<file path="config.mk">
export PLATFORM = sky130hd
export DESIGN_NAME = charge_status_fault_indicator
export DESIGN_NICKNAME = d
export VERILOG_FILES = /design/src/hdl/charge_status_pkg.sv /design/src/hdl/charge_status_fault_indicator.sv /design/src/hdl/fault_pattern_gen.sv
export SDC_FILE = /design/constraint.sdc
export NUM_CORES = 1
export LEC_CHECK = 0
export BUFFER_PORTS_ARGS = -buffer_cell sky130_fd_sc_hd__buf_2
export CAP_MARGIN = 20
export CORE_MARGIN = 10
export CORE_UTILIZATION = 60
export CTS_CLUSTER_SIZE = 25
export DETAILED_ROUTE_END_ITERATION = 8
export PLACE_DENSITY_LB_ADDON = 0.05
export SYNTH_ARGS = -nofsm -noshare
export SYNTH_HDL_FRONTEND = slang
export SYNTH_SLANG_ARGS = --single-unit
</file>
<file path="constraint.sdc">
create_clock -name clk_in -period 12.6 [get_ports clk_in]
set_input_delay 1.26 -clock clk_in [delete_from_list [all_inputs] [get_ports clk_in]]
set_output_delay 1.26 -clock clk_in [all_outputs]
set_load 0.005 [all_outputs]
</file>
<file path="src/hdl/charge_status_pkg.sv">
// Package with timing counts and field constants for the charge status block.
package charge_status_pkg;

    // ********************************************************************
    // Clock and pattern timing
    // ********************************************************************
    localparam int CLK_MHZ = 200;
    localparam int PERIOD_NS = 5;
    // Pulse repetition: 35 kHz gives a period of about 28.571 us.
    localparam int PULSE_FREQ_HZ = 35000;
    localparam int PULSE_PERIOD_CYC = CLK_MHZ * 1000000 / PULSE_FREQ_HZ;
    // Temperature fault pulse width, 1.4 us, given in ns.
    localparam int TEMP_PULSE_NS = 1400;
    localparam int TEMP_PULSE_CYC = TEMP_PULSE_NS / PERIOD_NS;
    // Bad battery pulse is twice as wide.
    localparam int BAD_PULSE_CYC = 2 * TEMP_PULSE_CYC;
    // Blink rates are given in tenths of a hertz, 50 percent duty.
    localparam int TEMP_BLINK_DHZ = 15;
    localparam int BAD_BLINK_DHZ = 61;
    localparam int TEMP_HALF_CYC =
        CLK_MHZ * 1000000 * 10 / (2 * TEMP_BLINK_DHZ);
    localparam int BAD_HALF_CYC =
        CLK_MHZ * 1000000 * 10 / (2 * BAD_BLINK_DHZ);
    // Bad battery time-out, half an hour, given in seconds.
    localparam int BAD_TIMEOUT_S = 1800;
    localparam longint BAD_TIMEOUT_CYC =
        longint'(BAD_TIMEOUT_S) * CLK_MHZ * 1000000;
    // Safety timer, two hours, given in seconds.
    localparam int SAFETY_S = 7200;
    localparam longint SAFETY_CYC = longint'(SAFETY_S) * CLK_MHZ * 1000000;

    localparam int TIMER_W = 44;
    localparam int DIV_W = 16;
    localparam int BLINK_W = 27;
    localparam logic [1:0] SEL_SUSPEND = 2'h2;

    typedef enum logic [4:0] {
        ST_IDLE = 5'h01,
        ST_CHARGE = 5'h02,
        ST_HOLD = 5'h04,
        ST_BAD = 5'h08,
        ST_DONE = 5'h10
    } chg_state_e;

endpackage

</file>
<file path="src/hdl/charge_status_fault_indicator.sv">
// Charger status, temperature hold, bad battery and overvoltage logic.
// Operation
// Hot or cold thermistor freezes safety timer, stops charge, shows pulses.
// Valid temperature resumes timer; recharge only when battery below threshold.
// Grounded thermistor sense disables temperature qualification completely.
// Active charge without fault holds status pin pulled low continuously.
// Constant voltage with current under one tenth releases status pin.
// No input with battery above load, suspend or shutdown: pin released.
// Bad battery or temperature fault stops charge and selects pulse train.
// Temperature pulses 1.4 us wide at 35 kHz, starting immediately.
// Temperature train blinks at 1.5 Hz, each phase inverts polarity.
// Bad battery pulses 2.8 us at 35 kHz, blinking near 6.1 Hz.
// Temperature pattern duty is 4.9 or 95.1 percent per phase.
// Observer classifies fault by measuring status pulse width.
// Overvoltage sense drives the overvoltage gate output high.
// Gate output high keeps the input to load power path disabled.
// High upper and low lower limit select enters suspend mode.
// Shutdown resets the safety timer and end of charge state.
// Trickle below low voltage over half an hour declares bad battery.
// Pulse timing comes from one shared divider; each blink rate has its own counter.
// Fault patterns take priority over charging and done indications.
`timescale 1ns/100ps
module charge_status_fault_indicator
    import charge_status_pkg::*;
#(
    parameter longint SAFETY_CYCLES = SAFETY_CYC,
    parameter longint BAD_CYCLES = BAD_TIMEOUT_CYC,
    parameter int TEMP_BLINK_CYCLES = TEMP_HALF_CYC,
    parameter int BAD_BLINK_CYCLES = BAD_HALF_CYC
) (
    input wire logic clk_in,
    input wire logic rst_in,
    input wire logic en_in,
    input wire logic thermistor_cold_in,
    input wire logic thermistor_hot_in,
    input wire logic thermistor_sense_grounded_in,
    input wire logic overvoltage_sense_in,
    input wire logic input_limit_sel_lo_in,
    input wire logic input_limit_sel_hi_in,
    input wire logic shutdown_in,
    input wire logic input_present_in,
    input wire logic battery_above_load_in,
    input wire logic battery_low_in,
    input wire logic below_recharge_in,
    input wire logic cv_mode_in,
    input wire logic current_below_tenth_in,
    input wire logic charge_status_pin_in,
    output logic charge_status_pin_out,
    output logic charge_status_pin_oe_n_out,
    output logic overvoltage_gate_drive_out,
    output logic path_enable_out,
    output logic charge_enable_out,
    output logic trickle_out,
    output logic timer_expired_out
);

    // ********************************************************************
    // Input synchronisers
    // ********************************************************************
    localparam int NSYNC = 13;
    logic [NSYNC-1:0] raw, s1_ff, s2_ff;
    logic cold, hot, ntc_gnd, ov, sel_lo, sel_hi, sd, in_ok, bat_hi;
    logic bat_low, below_rch, cv, low_i;

    assign raw = {thermistor_cold_in, thermistor_hot_in,
                  thermistor_sense_grounded_in, overvoltage_sense_in,
                  input_limit_sel_lo_in, input_limit_sel_hi_in, shutdown_in,
                  input_present_in, battery_above_load_in, battery_low_in,
                  below_recharge_in, cv_mode_in, current_below_tenth_in};

    always_ff @(posedge clk_in or posedge rst_in) begin
        if (rst_in) begin
            s1_ff <= '0;
            s2_ff <= '0;
        end else if (en_in) begin
            s1_ff <= raw;
            s2_ff <= s1_ff;
        end
    end

    assign {cold, hot, ntc_gnd, ov, sel_lo, sel_hi, sd, in_ok, bat_hi,
            bat_low, below_rch, cv, low_i} = s2_ff;

    // ********************************************************************
    // Charger state and timers
    // ********************************************************************
    chg_state_e state_ff, nxt_state;
    logic [TIMER_W-1:0] safety_ff, nxt_safety;
    logic [TIMER_W-1:0] bad_cnt_ff, nxt_bad_cnt;
    logic eoc_ff, nxt_eoc;
    logic temp_fault, suspend, restart, temp_low, bad_low;
    logic drive_low, nxt_drive_low, drive_ff;

    // Grounded sense masks both comparators, so hold can never start.
    assign temp_fault = (cold || hot) && !ntc_gnd;
    assign suspend = {sel_hi, sel_lo} == SEL_SUSPEND;

    always_comb begin
        nxt_state = state_ff;
        nxt_safety = safety_ff;
        nxt_bad_cnt = bad_cnt_ff;
        nxt_eoc = eoc_ff;
        case (state_ff)
            ST_IDLE: begin
                if (below_rch && in_ok && !ov && !suspend) begin
                    nxt_state = ST_CHARGE;
                    nxt_safety = '0;
                    nxt_bad_cnt = '0;
                    nxt_eoc = 1'b0;
                end
            end
            ST_CHARGE: begin
                if (temp_fault) begin
                    nxt_state = ST_HOLD;
                end else begin
                    if (cv) begin
                        nxt_safety = safety_ff + TIMER_W'(1);
                    end
                    if (cv && low_i) begin
                        nxt_eoc = 1'b1;
                    end
                    if (bat_low) begin
                        nxt_bad_cnt = bad_cnt_ff + TIMER_W'(1);
                    end else begin
                        nxt_bad_cnt = '0;
                    end
                    if (bat_low && bad_cnt_ff >= TIMER_W'(BAD_CYCLES)) begin
                        nxt_state = ST_BAD;
                    end else if (safety_ff >= TIMER_W'(SAFETY_CYCLES)) begin
                        nxt_state = ST_DONE;
                    end
                end
            end
            ST_HOLD: begin
                // Counts stay frozen while held.
                if (!temp_fault) begin
                    nxt_state = below_rch ? ST_CHARGE : ST_IDLE;
                end
            end
            ST_BAD: begin
                nxt_state = ST_BAD;
            end
            ST_DONE: begin
                if (below_rch) begin
                    nxt_state = ST_IDLE;
                end
            end
            default: begin
                nxt_state = ST_IDLE;
            end
        endcase
        if (sd) begin
            nxt_state = ST_IDLE;
            nxt_safety = '0;
            nxt_eoc = 1'b0;
            nxt_bad_cnt = '0;
        end
    end

    always_ff @(posedge clk_in or posedge rst_in) begin
        if (rst_in) begin
            state_ff <= ST_IDLE;
            safety_ff <= '0;
            bad_cnt_ff <= '0;
            eoc_ff <= 1'b0;
            drive_ff <= 1'b0;
        end else if (en_in) begin
            state_ff <= nxt_state;
            safety_ff <= nxt_safety;
            bad_cnt_ff <= nxt_bad_cnt;
            eoc_ff <= nxt_eoc;
            drive_ff <= nxt_drive_low;
        end
    end

    // ********************************************************************
    // Pattern generator and status encoder
    // ********************************************************************
    // Restarting the patterns on fault entry makes the first pulse prompt.
    assign restart = (state_ff == ST_CHARGE) && (nxt_state != ST_CHARGE);

    fault_pattern_gen #(
        .TEMP_BLINK_CYC(TEMP_BLINK_CYCLES),
        .BAD_BLINK_CYC(BAD_BLINK_CYCLES)
    ) u_pattern (
        .clk_in(clk_in),
        .rst_in(rst_in),
        .en_in(en_in),
        .restart_in(restart),
        .temp_low_out(temp_low),
        .bad_low_out(bad_low)
    );

    always_comb begin
        if (sd || suspend || (!in_ok && bat_hi)) begin
            nxt_drive_low = 1'b0;
        end else if (state_ff == ST_BAD) begin
            nxt_drive_low = bad_low;
        end else if (state_ff == ST_HOLD) begin
            nxt_drive_low = temp_low;
        end else if (state_ff == ST_CHARGE) begin
            nxt_drive_low = !eoc_ff;
        end else begin
            nxt_drive_low = 1'b0;
        end
    end

    // The pin is only ever pulled low; released means high impedance.
    assign charge_status_pin_out = 1'b0;
    assign charge_status_pin_oe_n_out = !drive_ff;
    assign overvoltage_gate_drive_out = ov;
    assign path_enable_out = !ov && !suspend && !sd;
    assign charge_enable_out = (state_ff == ST_CHARGE) && !eoc_ff;
    assign trickle_out = (state_ff == ST_CHARGE) && bat_low;
    assign timer_expired_out = (state_ff == ST_DONE);
endmodule

</file>
<file path="src/hdl/fault_pattern_gen.sv">
// Counter chain that produces the serrated fault pulse patterns.
`timescale 1ns/100ps
module fault_pattern_gen
    import charge_status_pkg::*;
#(
    parameter int PERIOD_CYC = PULSE_PERIOD_CYC,
    parameter int TEMP_WIDTH_CYC = TEMP_PULSE_CYC,
    parameter int BAD_WIDTH_CYC = BAD_PULSE_CYC,
    parameter int TEMP_BLINK_CYC = TEMP_HALF_CYC,
    parameter int BAD_BLINK_CYC = BAD_HALF_CYC
) (
    input wire logic clk_in,
    input wire logic rst_in,
    input wire logic en_in,
    input wire logic restart_in,
    output logic temp_low_out,
    output logic bad_low_out
);

    // ********************************************************************
    // Shared divider and per-pattern blink counters
    // ********************************************************************
    // One divider feeds both patterns so they stay phase-consistent.
    logic [DIV_W-1:0] div_ff, nxt_div;
    logic [BLINK_W-1:0] tblink_ff, nxt_tblink;
    logic [BLINK_W-1:0] bblink_ff, nxt_bblink;
    logic tphase_ff, nxt_tphase;
    logic bphase_ff, nxt_bphase;
    logic temp_ff, nxt_temp;
    logic bad_ff, nxt_bad;
    logic tpulse, bpulse;

    always_comb begin
        nxt_div = div_ff + DIV_W'(1);
        if (restart_in || div_ff == DIV_W'(PERIOD_CYC - 1)) begin
            nxt_div = '0;
        end
        nxt_tblink = tblink_ff + BLINK_W'(1);
        nxt_tphase = tphase_ff;
        if (restart_in) begin
            nxt_tblink = '0;
            nxt_tphase = 1'b0;
        end else if (tblink_ff == BLINK_W'(TEMP_BLINK_CYC - 1)) begin
            nxt_tblink = '0;
            nxt_tphase = ~tphase_ff;
        end
        nxt_bblink = bblink_ff + BLINK_W'(1);
        nxt_bphase = bphase_ff;
        if (restart_in) begin
            nxt_bblink = '0;
            nxt_bphase = 1'b0;
        end else if (bblink_ff == BLINK_W'(BAD_BLINK_CYC - 1)) begin
            nxt_bblink = '0;
            nxt_bphase = ~bphase_ff;
        end
        tpulse = (nxt_div < DIV_W'(TEMP_WIDTH_CYC));
        bpulse = (nxt_div < DIV_W'(BAD_WIDTH_CYC));
        // Phase 0 pulses low briefly, phase 1 pulses high briefly.
        nxt_temp = tpulse ^ nxt_tphase;
        nxt_bad = bpulse ^ nxt_bphase;
    end

    always_ff @(posedge clk_in or posedge rst_in) begin
        if (rst_in) begin
            div_ff <= '0;
            tblink_ff <= '0;
            bblink_ff <= '0;
            tphase_ff <= 1'b0;
            bphase_ff <= 1'b0;
            temp_ff <= 1'b0;
            bad_ff <= 1'b0;
        end else if (en_in) begin
            div_ff <= nxt_div;
            tblink_ff <= nxt_tblink;
            bblink_ff <= nxt_bblink;
            tphase_ff <= nxt_tphase;
            bphase_ff <= nxt_bphase;
            temp_ff <= nxt_temp;
            bad_ff <= nxt_bad;
        end
    end

    assign temp_low_out = temp_ff;
    assign bad_low_out = bad_ff;

endmodule

</file>
==> reports/summary.txt, run 1 <==
Die width - 156 µm
Max-slew violations - 0
Final hold viol count - 0
Synth Area in Compound Gates - 14.9%
Adder-Cell Fraction of Synth Area - 1.13%
Detail Route Antenna Nets - 0
Syn_area_per_cell - 9.02 µm²
HP Class - reg -> reg
Final worst path period share - 32.0%
Most common cell after layout, fill and taps aside - dfrtp_1
Sequential area share after synthesis - 44.2%
Primary FF master, synth - dfrtp_1
Worst ir drop on vdd - 122 µV
Port-buffer cells - 21
Most frequent cells in the layout - 194 x dfrtp_1, 124 x nor2_1, 93 x nand2_1
Wire length per cell - 16.9 µm
EDFF count, synth - 0
R2r startpoint - state_ff[4]
Top post-synthesis cells by area - dfrtp_1 44%, nor2_1 4.3%, nand3_1 3.5%
Synth warn - 0
Placed cell count - 1414
Clock sink count - 195
Post-synth net total - 1251
Min Hold Slack - 477 ps
Asr flop ratio synth - 100%
Crit-path max FO - 76
Clock skew - 10.4 ps
Max Fclk - 0.248 GHz
CTS clk-pin slew, worst paths - 70 ps
Largest net degree at the start of global routing - 130
Pre-CTS setup slack - 8650 ps
Post-synth top area cell - dfrtp_1
Cts hold-fix bufs - 0
Pre-antenna DRT Iters - 5
#FFs+latches synth - 195
Post-Syn Area - 0.0110 mm²
Gr ovfl total - 0
Initial Util - 61.2%
Worst setup EP type - register
Worst reg2reg path depth - 8
Max Cap Viol - 0
DRC violations left - 0
DR vias - 8915
Final-stage net count - 1232
Largest family of logic cells by synthesized area - simple AND/OR/NAND/NOR gates
# Post-CTS Setup Buffers - 0
Worst Tran Pin Value - 920 ps
First-pass GRT wire length - 41500 µm
Minimum clock period - 4040 ps
Clk_lat worst skew - 430 ps
Unique masters post-synth - 80
P per Cell Area - 129 mW/mm²
HP Start - safety_ff[43]
Initial antenna violation count - 0
Row count - 49
H-tree depth - 4
Ant. Diodes - 0
Die Area - 0.0242 mm²
Hold path depth - 1
Worst path required time - 12910 ps
Cts repair resizes - 0
Layout cells sized above 1 - 9.77%
Yosys top cell area share - 44.0%
# IOs - 24
DP Wirelength - 15500 µm
TNS Setup - 0 ps
P&R area growth vs syn - 7.03%
Core area - 0.0180 mm²
Via density - 6.16
Leakage - 4.88 nW
# setup viols final - 0
Total global routing track utilization - 20.3%
Status - complete, no violations
Layout fillers - 1550
Syn Inst Count - 1224
Crit Path Class - reg -> reg
Die Y-Extent - 156 µm
Startpoint Class - register
Mux cell area share after synthesis - 3.34%
Final worst setup slack - 8560 ps
RSZ-0062 raised after global routing - no
Critical Path Source - state_ff[4]
GP Congestion - 0.828
Total CTS buffers - 17
XOR/XNOR Fraction of Synth Area - 5.63%
Final Non-Filler Cells - 1447
Max-Slew Margin vs Limit - 38.7%
Iter 0 DRT Violations - 707
Detailed Route WL - 24400 µm
Root Buffer - clkbuf_16
TritonCTS clock tree - built
Critical path data arrival time - 4350 ps
Post-Synth Simple-Gate Area - 25.7%
Number of global-route vias before repair - 8443
CTS Buffer Depth - 2
==> metrics by stage <==
stage                     instance area (µm²)  utilization, %  total power [mW]
after floorplan                         11000               -             0.914
after global placement                  11200            62.1             0.961
after detailed placement                11200            62.1             0.970
after CTS                               11800            65.4              1.53
after global routing                    11800            65.5              1.60
final                                   11800            65.5              1.52
==> sequential cells by signal, indices dropped and copies added, names as in the netlist <==
signal	cells
u_pattern.tblink_ff	27
u_pattern.bad_low_out	1
u_pattern.div_ff	16
drive_ff	1
u_pattern.temp_low_out	1
state_ff	5
u_pattern.bphase_ff	1
s1_ff	13
eoc_ff	1
s2_ff	13
safety_ff	44
u_pattern.bblink_ff	27
u_pattern.tphase_ff	1
bad_cnt_ff	44
==> final timing paths <==
path,endpoint,slack [ps]
max in group asynchronous,bad_cnt_ff[32],10190
worst min register to register,safety_ff[43],480
worst min-delay path,safety_ff[43],480
min in group asynchronous,u_pattern.tblink_ff[16],980
worst max-delay path,u_pattern.bblink_ff[24],8560
worst max register to register,u_pattern.bblink_ff[24],8560
==> report_power, final <==
part           total (mW)  internal [mW]  switching, mW
clock network       0.563          0.315          0.248
logic               0.201         0.0784          0.122
registers           0.761          0.683         0.0781
total                1.52           1.08          0.449
==> metal layers <==
metal	share of wire, %	GRT usage [%]	wire length [µm]
met5	0	0	0
met1	47	28.2	11500
met3	3.6	3.67	879
met4	0.74	5.04	180
met2	48	32.2	11800
==> critical path, cell delays in order, from the launching register on <==
cell      delay, ps
dfrtp_1         450
nor3_1          420
nand3_1         350
o211ai_1        380
and3b_1         230
a31o_2          160
buf_4           630
nand2_1         750
o311ai_0        530
==> area by class of cell <==
type                    instances  area, µm²  share of cell area, %
inverters                      66        255                   2.16
clock buffers                  17        425                   3.60
clock inverters                15        178                   1.50
repair buffers                 28        170                   1.44
well taps                     229        287                   2.43
flip-flops and latches        195       4880                   41.3
multi-input cells             897       5620                   47.5
==> synthesized netlist by cell type, types with 12 or more instances <==
cell,count
and3_1,25
clkbuf_1,38
dfrtp_1,194
a31oi_1,37
nand4_1,50
nand2b_1,15
mux2_2,23
o31ai_1,16
nand3_1,77
o22ai_1,19
and2_1,12
or3_1,18
o21ai_0,65
xor2_1,39
buf_2,19
o2bb2ai_1,14
nor2_1,125
inv_1,65
nand2_1,93
nor4_1,16
nor3_1,26
a21oi_1,30
xnor2_1,32
==> cell families (layout without fill, tap and decap cells) <==
group           after synthesis  in the layout
flops                       195            195
xor+xnor                     71             71
compound gates              247            247
buf+inv                     132            126
simple gates                534            534
fa+ha+maj                    10             10
other cells                   1              1
mux                          34             34
(Power assumes the default switching activity.)
==> run 2: changes to the inputs <==
--- a/config.mk
+++ b/config.mk
@@ -5,10 +5,11 @@
 export SDC_FILE = /design/constraint.sdc
 export NUM_CORES = 1
 export LEC_CHECK = 0
+export ABC_AREA = 1
 export BUFFER_PORTS_ARGS = -buffer_cell sky130_fd_sc_hd__buf_2
 export CAP_MARGIN = 20
 export CORE_MARGIN = 10
-export CORE_UTILIZATION = 60
+export CORE_UTILIZATION = 57
 export CTS_CLUSTER_SIZE = 25
 export DETAILED_ROUTE_END_ITERATION = 8
 export PLACE_DENSITY_LB_ADDON = 0.05
==> constraint.sdc (replaced) <==
create_clock -name clk_in -period 3.3 [get_ports clk_in]
set_input_delay 0.33 -clock clk_in [delete_from_list [all_inputs] [get_ports clk_in]]
set_output_delay 0.33 -clock clk_in [all_outputs]
set_load 0.005 [all_outputs]
==> run 2 against run 1 <==
  * Clock skew increased by 0.56 ps
  * Final cell count up 24%
  * Combinational power rose to 4.4 times the previous value
  * Hold slack got worse by 390 ps
  * Critical path type unchanged
==> reports/summary.txt, run 2 <==
Crit-path max FO - 19 (-75%)
Die width - 161 µm (+3.6%)
Crit-path max cell delay - 470 ps (-280 ps)
Pre-CTS setup slack - 563 ps (-8090 ps)
Worst ir drop on vdd - 341 µV (+180%)
Yosys top cell area share - 42.7% (-1.2 points)
Unique masters post-synth - 59 (-26%)
Post-synth net total - 1527 (+22%)
Primary FF master, synth - dfrtp_1
DP Wirelength - 18300 µm (+18%)
Minimum clock period - 2750 ps (-1280 ps)
Clk_lat worst skew - 440 ps (about the same)
Detailed Route WL - 26100 µm (+7.0%)
Asr flop ratio synth - 100% (unchanged)
P per Cell Area - 469 mW/mm² (+260%)
# setup viols final - 0 (unchanged)
Clock skew - 11.0 ps (+0.560 ps)
Max-Slew Margin vs Limit - 46.4% (+7.7 points)
Area after DPL - 0.0118 mm² (+5.2%)
Final-stage net count - 1544 (+25%)
Most frequent cell after synthesis - nand2_1
Cell breakdown of the critical path - nor2_1, nand2_1, a21oi_1, nand2_1, nand2_1, nand2_1, nand2_1, nand2_1, nand2_1, nand2_1, nand2_1, nand3_2, o32ai_1
First-pass GRT wire length - 44600 µm (+7.3%)
DRT met1 WL - 12300 µm (+7.0%)
Wire length per cell - 14.5 µm (-14%)
Via density - 5.60 (-9.1%)
Die Area - 0.0260 mm² (+7.3%)
Largest regs - bad_cnt_ff (44), safety_ff (44)
Max Fclk - 0.363 GHz (+47%)
Syn Inst Count - 1500 (+23%)
# IOs - 24 (unchanged)
Post-Syn Area - 0.0114 mm² (+2.9%)
Worst Tran Pin Value - 804 ps (-115 ps)
Worst setup EP type - register
Core area - 0.0195 mm² (+8.3%)
Critical path data arrival time - 3080 ps (-1270 ps)
Detail Route Antenna Nets - 0 (unchanged)
Status - complete, no violations
Ant. Diodes - 0 (unchanged)
Gr ovfl total - 0 (unchanged)
Final hold viol count - 0 (unchanged)
GP Congestion - 0.885 (+6.9%)
Root Buffer - clkbuf_16
Initial Util - 58.2% (-3.1 points)
TritonCTS clock tree - built
Layout cells sized above 1 - 7.91% (-1.9 points)
HP Class - in -> reg
Row count - 51 (+4.1%)
Post-synth top cells - 294 x nand2_1, 211 x inv_1, 194 x dfrtp_1
Post-synth top area cell - dfrtp_1
Largest net degree at the start of global routing - 85 (-35%)
RSZ-0062 raised after global routing - no
Max Cap Viol - 0 (unchanged)
P&R area growth vs syn - 8.91%
Initial antenna violation count - 0 (unchanged)
Crit path top cell by count - nand2_1
DRC violations left - 0 (unchanged)
Crit Path Class - reg -> reg
Cts repair resizes - 0 (unchanged)
Iter 0 DRT Violations - 663 (-6.2%)
Met3 routed WL - 1070 µm (+22%)
Leakage - 5.32 nW (+9.0%)
Pre-antenna DRT Iters - 5 (unchanged)
Total global routing track utilization - 20.1% (-0.22 points)
Total CTS buffers - 17 (unchanged)
Min Hold Slack - 86.4 ps (-390 ps)
Buf/Inv on CP - 0 (-1)
Most common cell after layout, fill and taps aside - nand2_1
Family with the most delay on the worst path - simple AND/OR/NAND/NOR gates
Number of global-route vias before repair - 9485 (+12%)
H-tree depth - 4 (unchanged)
TNS Setup - 0 ps (unchanged)
Synth warn - 0 (unchanged)
Most frequent cells in the layout - 294 x nand2_1, 210 x inv_1, 194 x dfrtp_1
Syn_area_per_cell - 7.57 µm² (-16%)
Startpoint Class - register
CTS Buffer Depth - 2 (unchanged)
Worst path required time - 3630 ps (-9280 ps)
Power Total - 5.81 mW (+280%)
EDFF count, synth - 0 (unchanged)
CTS clk-pin slew, worst paths - 70 ps (about the same)
#FFs+latches synth - 195 (unchanged)
Top post-synthesis cells by area - dfrtp_1 43%, nand2_1 9.7%, inv_1 7.0%
Highest routed layer - met4
Final worst path period share - 83.4% (+51 points)
Port-buffer cells - 21 (unchanged)
Crit-path slowest cell - nand3_2
Clock sink count - 195 (unchanged)
Metal2 WL - 12400 µm (+4.5%)
Die Y-Extent - 161 µm (+3.6%)
Max-slew violations - 0 (unchanged)
Final instance area - 0.0124 mm² (+4.7%)
DR vias - 10051 (+13%)
Final worst setup slack - 549 ps (-8020 ps)
Sequential area share after synthesis - 43.0% (-1.3 points)
## run 2: changes by cell type after synthesis, sizes merged, moves of 25 or more
cell	previous run	this run
nor3	30	70
xnor2	32	7
a21oi	30	56
nand2	95	300
nor2	129	175
a31oi	38	8
inv	65	217
o21ai	73	103
## run 2: per-layer routing
layer | vias up | global-route usage [%]
met4 | 0 | 5.17
met5 | - | 0
met2 | 206 | 32.9
met1 | 4739 | 26.9
met3 | 27 | 3.43
li1 | 5079 | -
## run 2: where the power goes
| group | total, mW | switching, mW | internal (mW) |
|---|---|---|---|
| registers | 2.86 | 0.251 | 2.61 |
| logic | 0.875 | 0.567 | 0.308 |
| clock network | 2.07 | 0.952 | 1.12 |
| total | 5.81 | 1.77 | 4.04 |
## run 2: worst paths after layout
kind	from	endpoint	slack (ps)	cells after the start
max reg2reg	bad_cnt_ff[26]	u_pattern.tblink_ff[7]	550	13
max	bad_cnt_ff[26]	u_pattern.tblink_ff[7]	550	13
min	below_recharge_in	s1_ff[2]	90	3
min in group asynchronous	rst_in	s1_ff[9]	380	3
min reg2reg	s1_ff[9]	s1_ff[9]	470	2
max in group asynchronous	rst_in	u_pattern.bblink_ff[5]	2070	4
## run 2: cells by family (layout without fill, tap and decap cells)
group | after synthesis | after routing | synth area share, %
xor+xnor | 52 | 52 | 4.01
other cells | 1 | 1 | 0.0330
buf+inv | 255 | 285 | 8.56
fa+ha+maj | 10 | 10 | 1.10
flops | 195 | 195 | 43.0
mux | 1 | 1 | 0.0881
simple gates | 739 | 739 | 30.5
compound gates | 247 | 247 | 12.7
## run 2: layout make-up
type,instances,area (µm²)
multi-input combinational,1050,5510
inverter,217,818
clock inverter,12,120
timing repair buffer,36,248
clock buffer,20,467
fill,1795,7150
tap,265,332
sequential,195,4880
## run 2: tightest hold or removal path: stages
cell     delay, ps
buf_2           70
nand2_1         40
nand2_1         50
## run 2: what timing repair did
item / CTS / global route
buffers inserted: 0 / 0
hold buffers: 1 / 0
endpoints found under the hold margin: 5 / 0
## run 2: through the flow
step / cells / utilization (%)
3_5_place_dp: 1762 / 60.3
2_1_floorplan: 1500 / -
4_1_cts: 1795 / 63.4
3_3_place_gp: 1762 / 60.3
6_report: 1795 / 63.4
5_1_grt: 1795 / 63.4
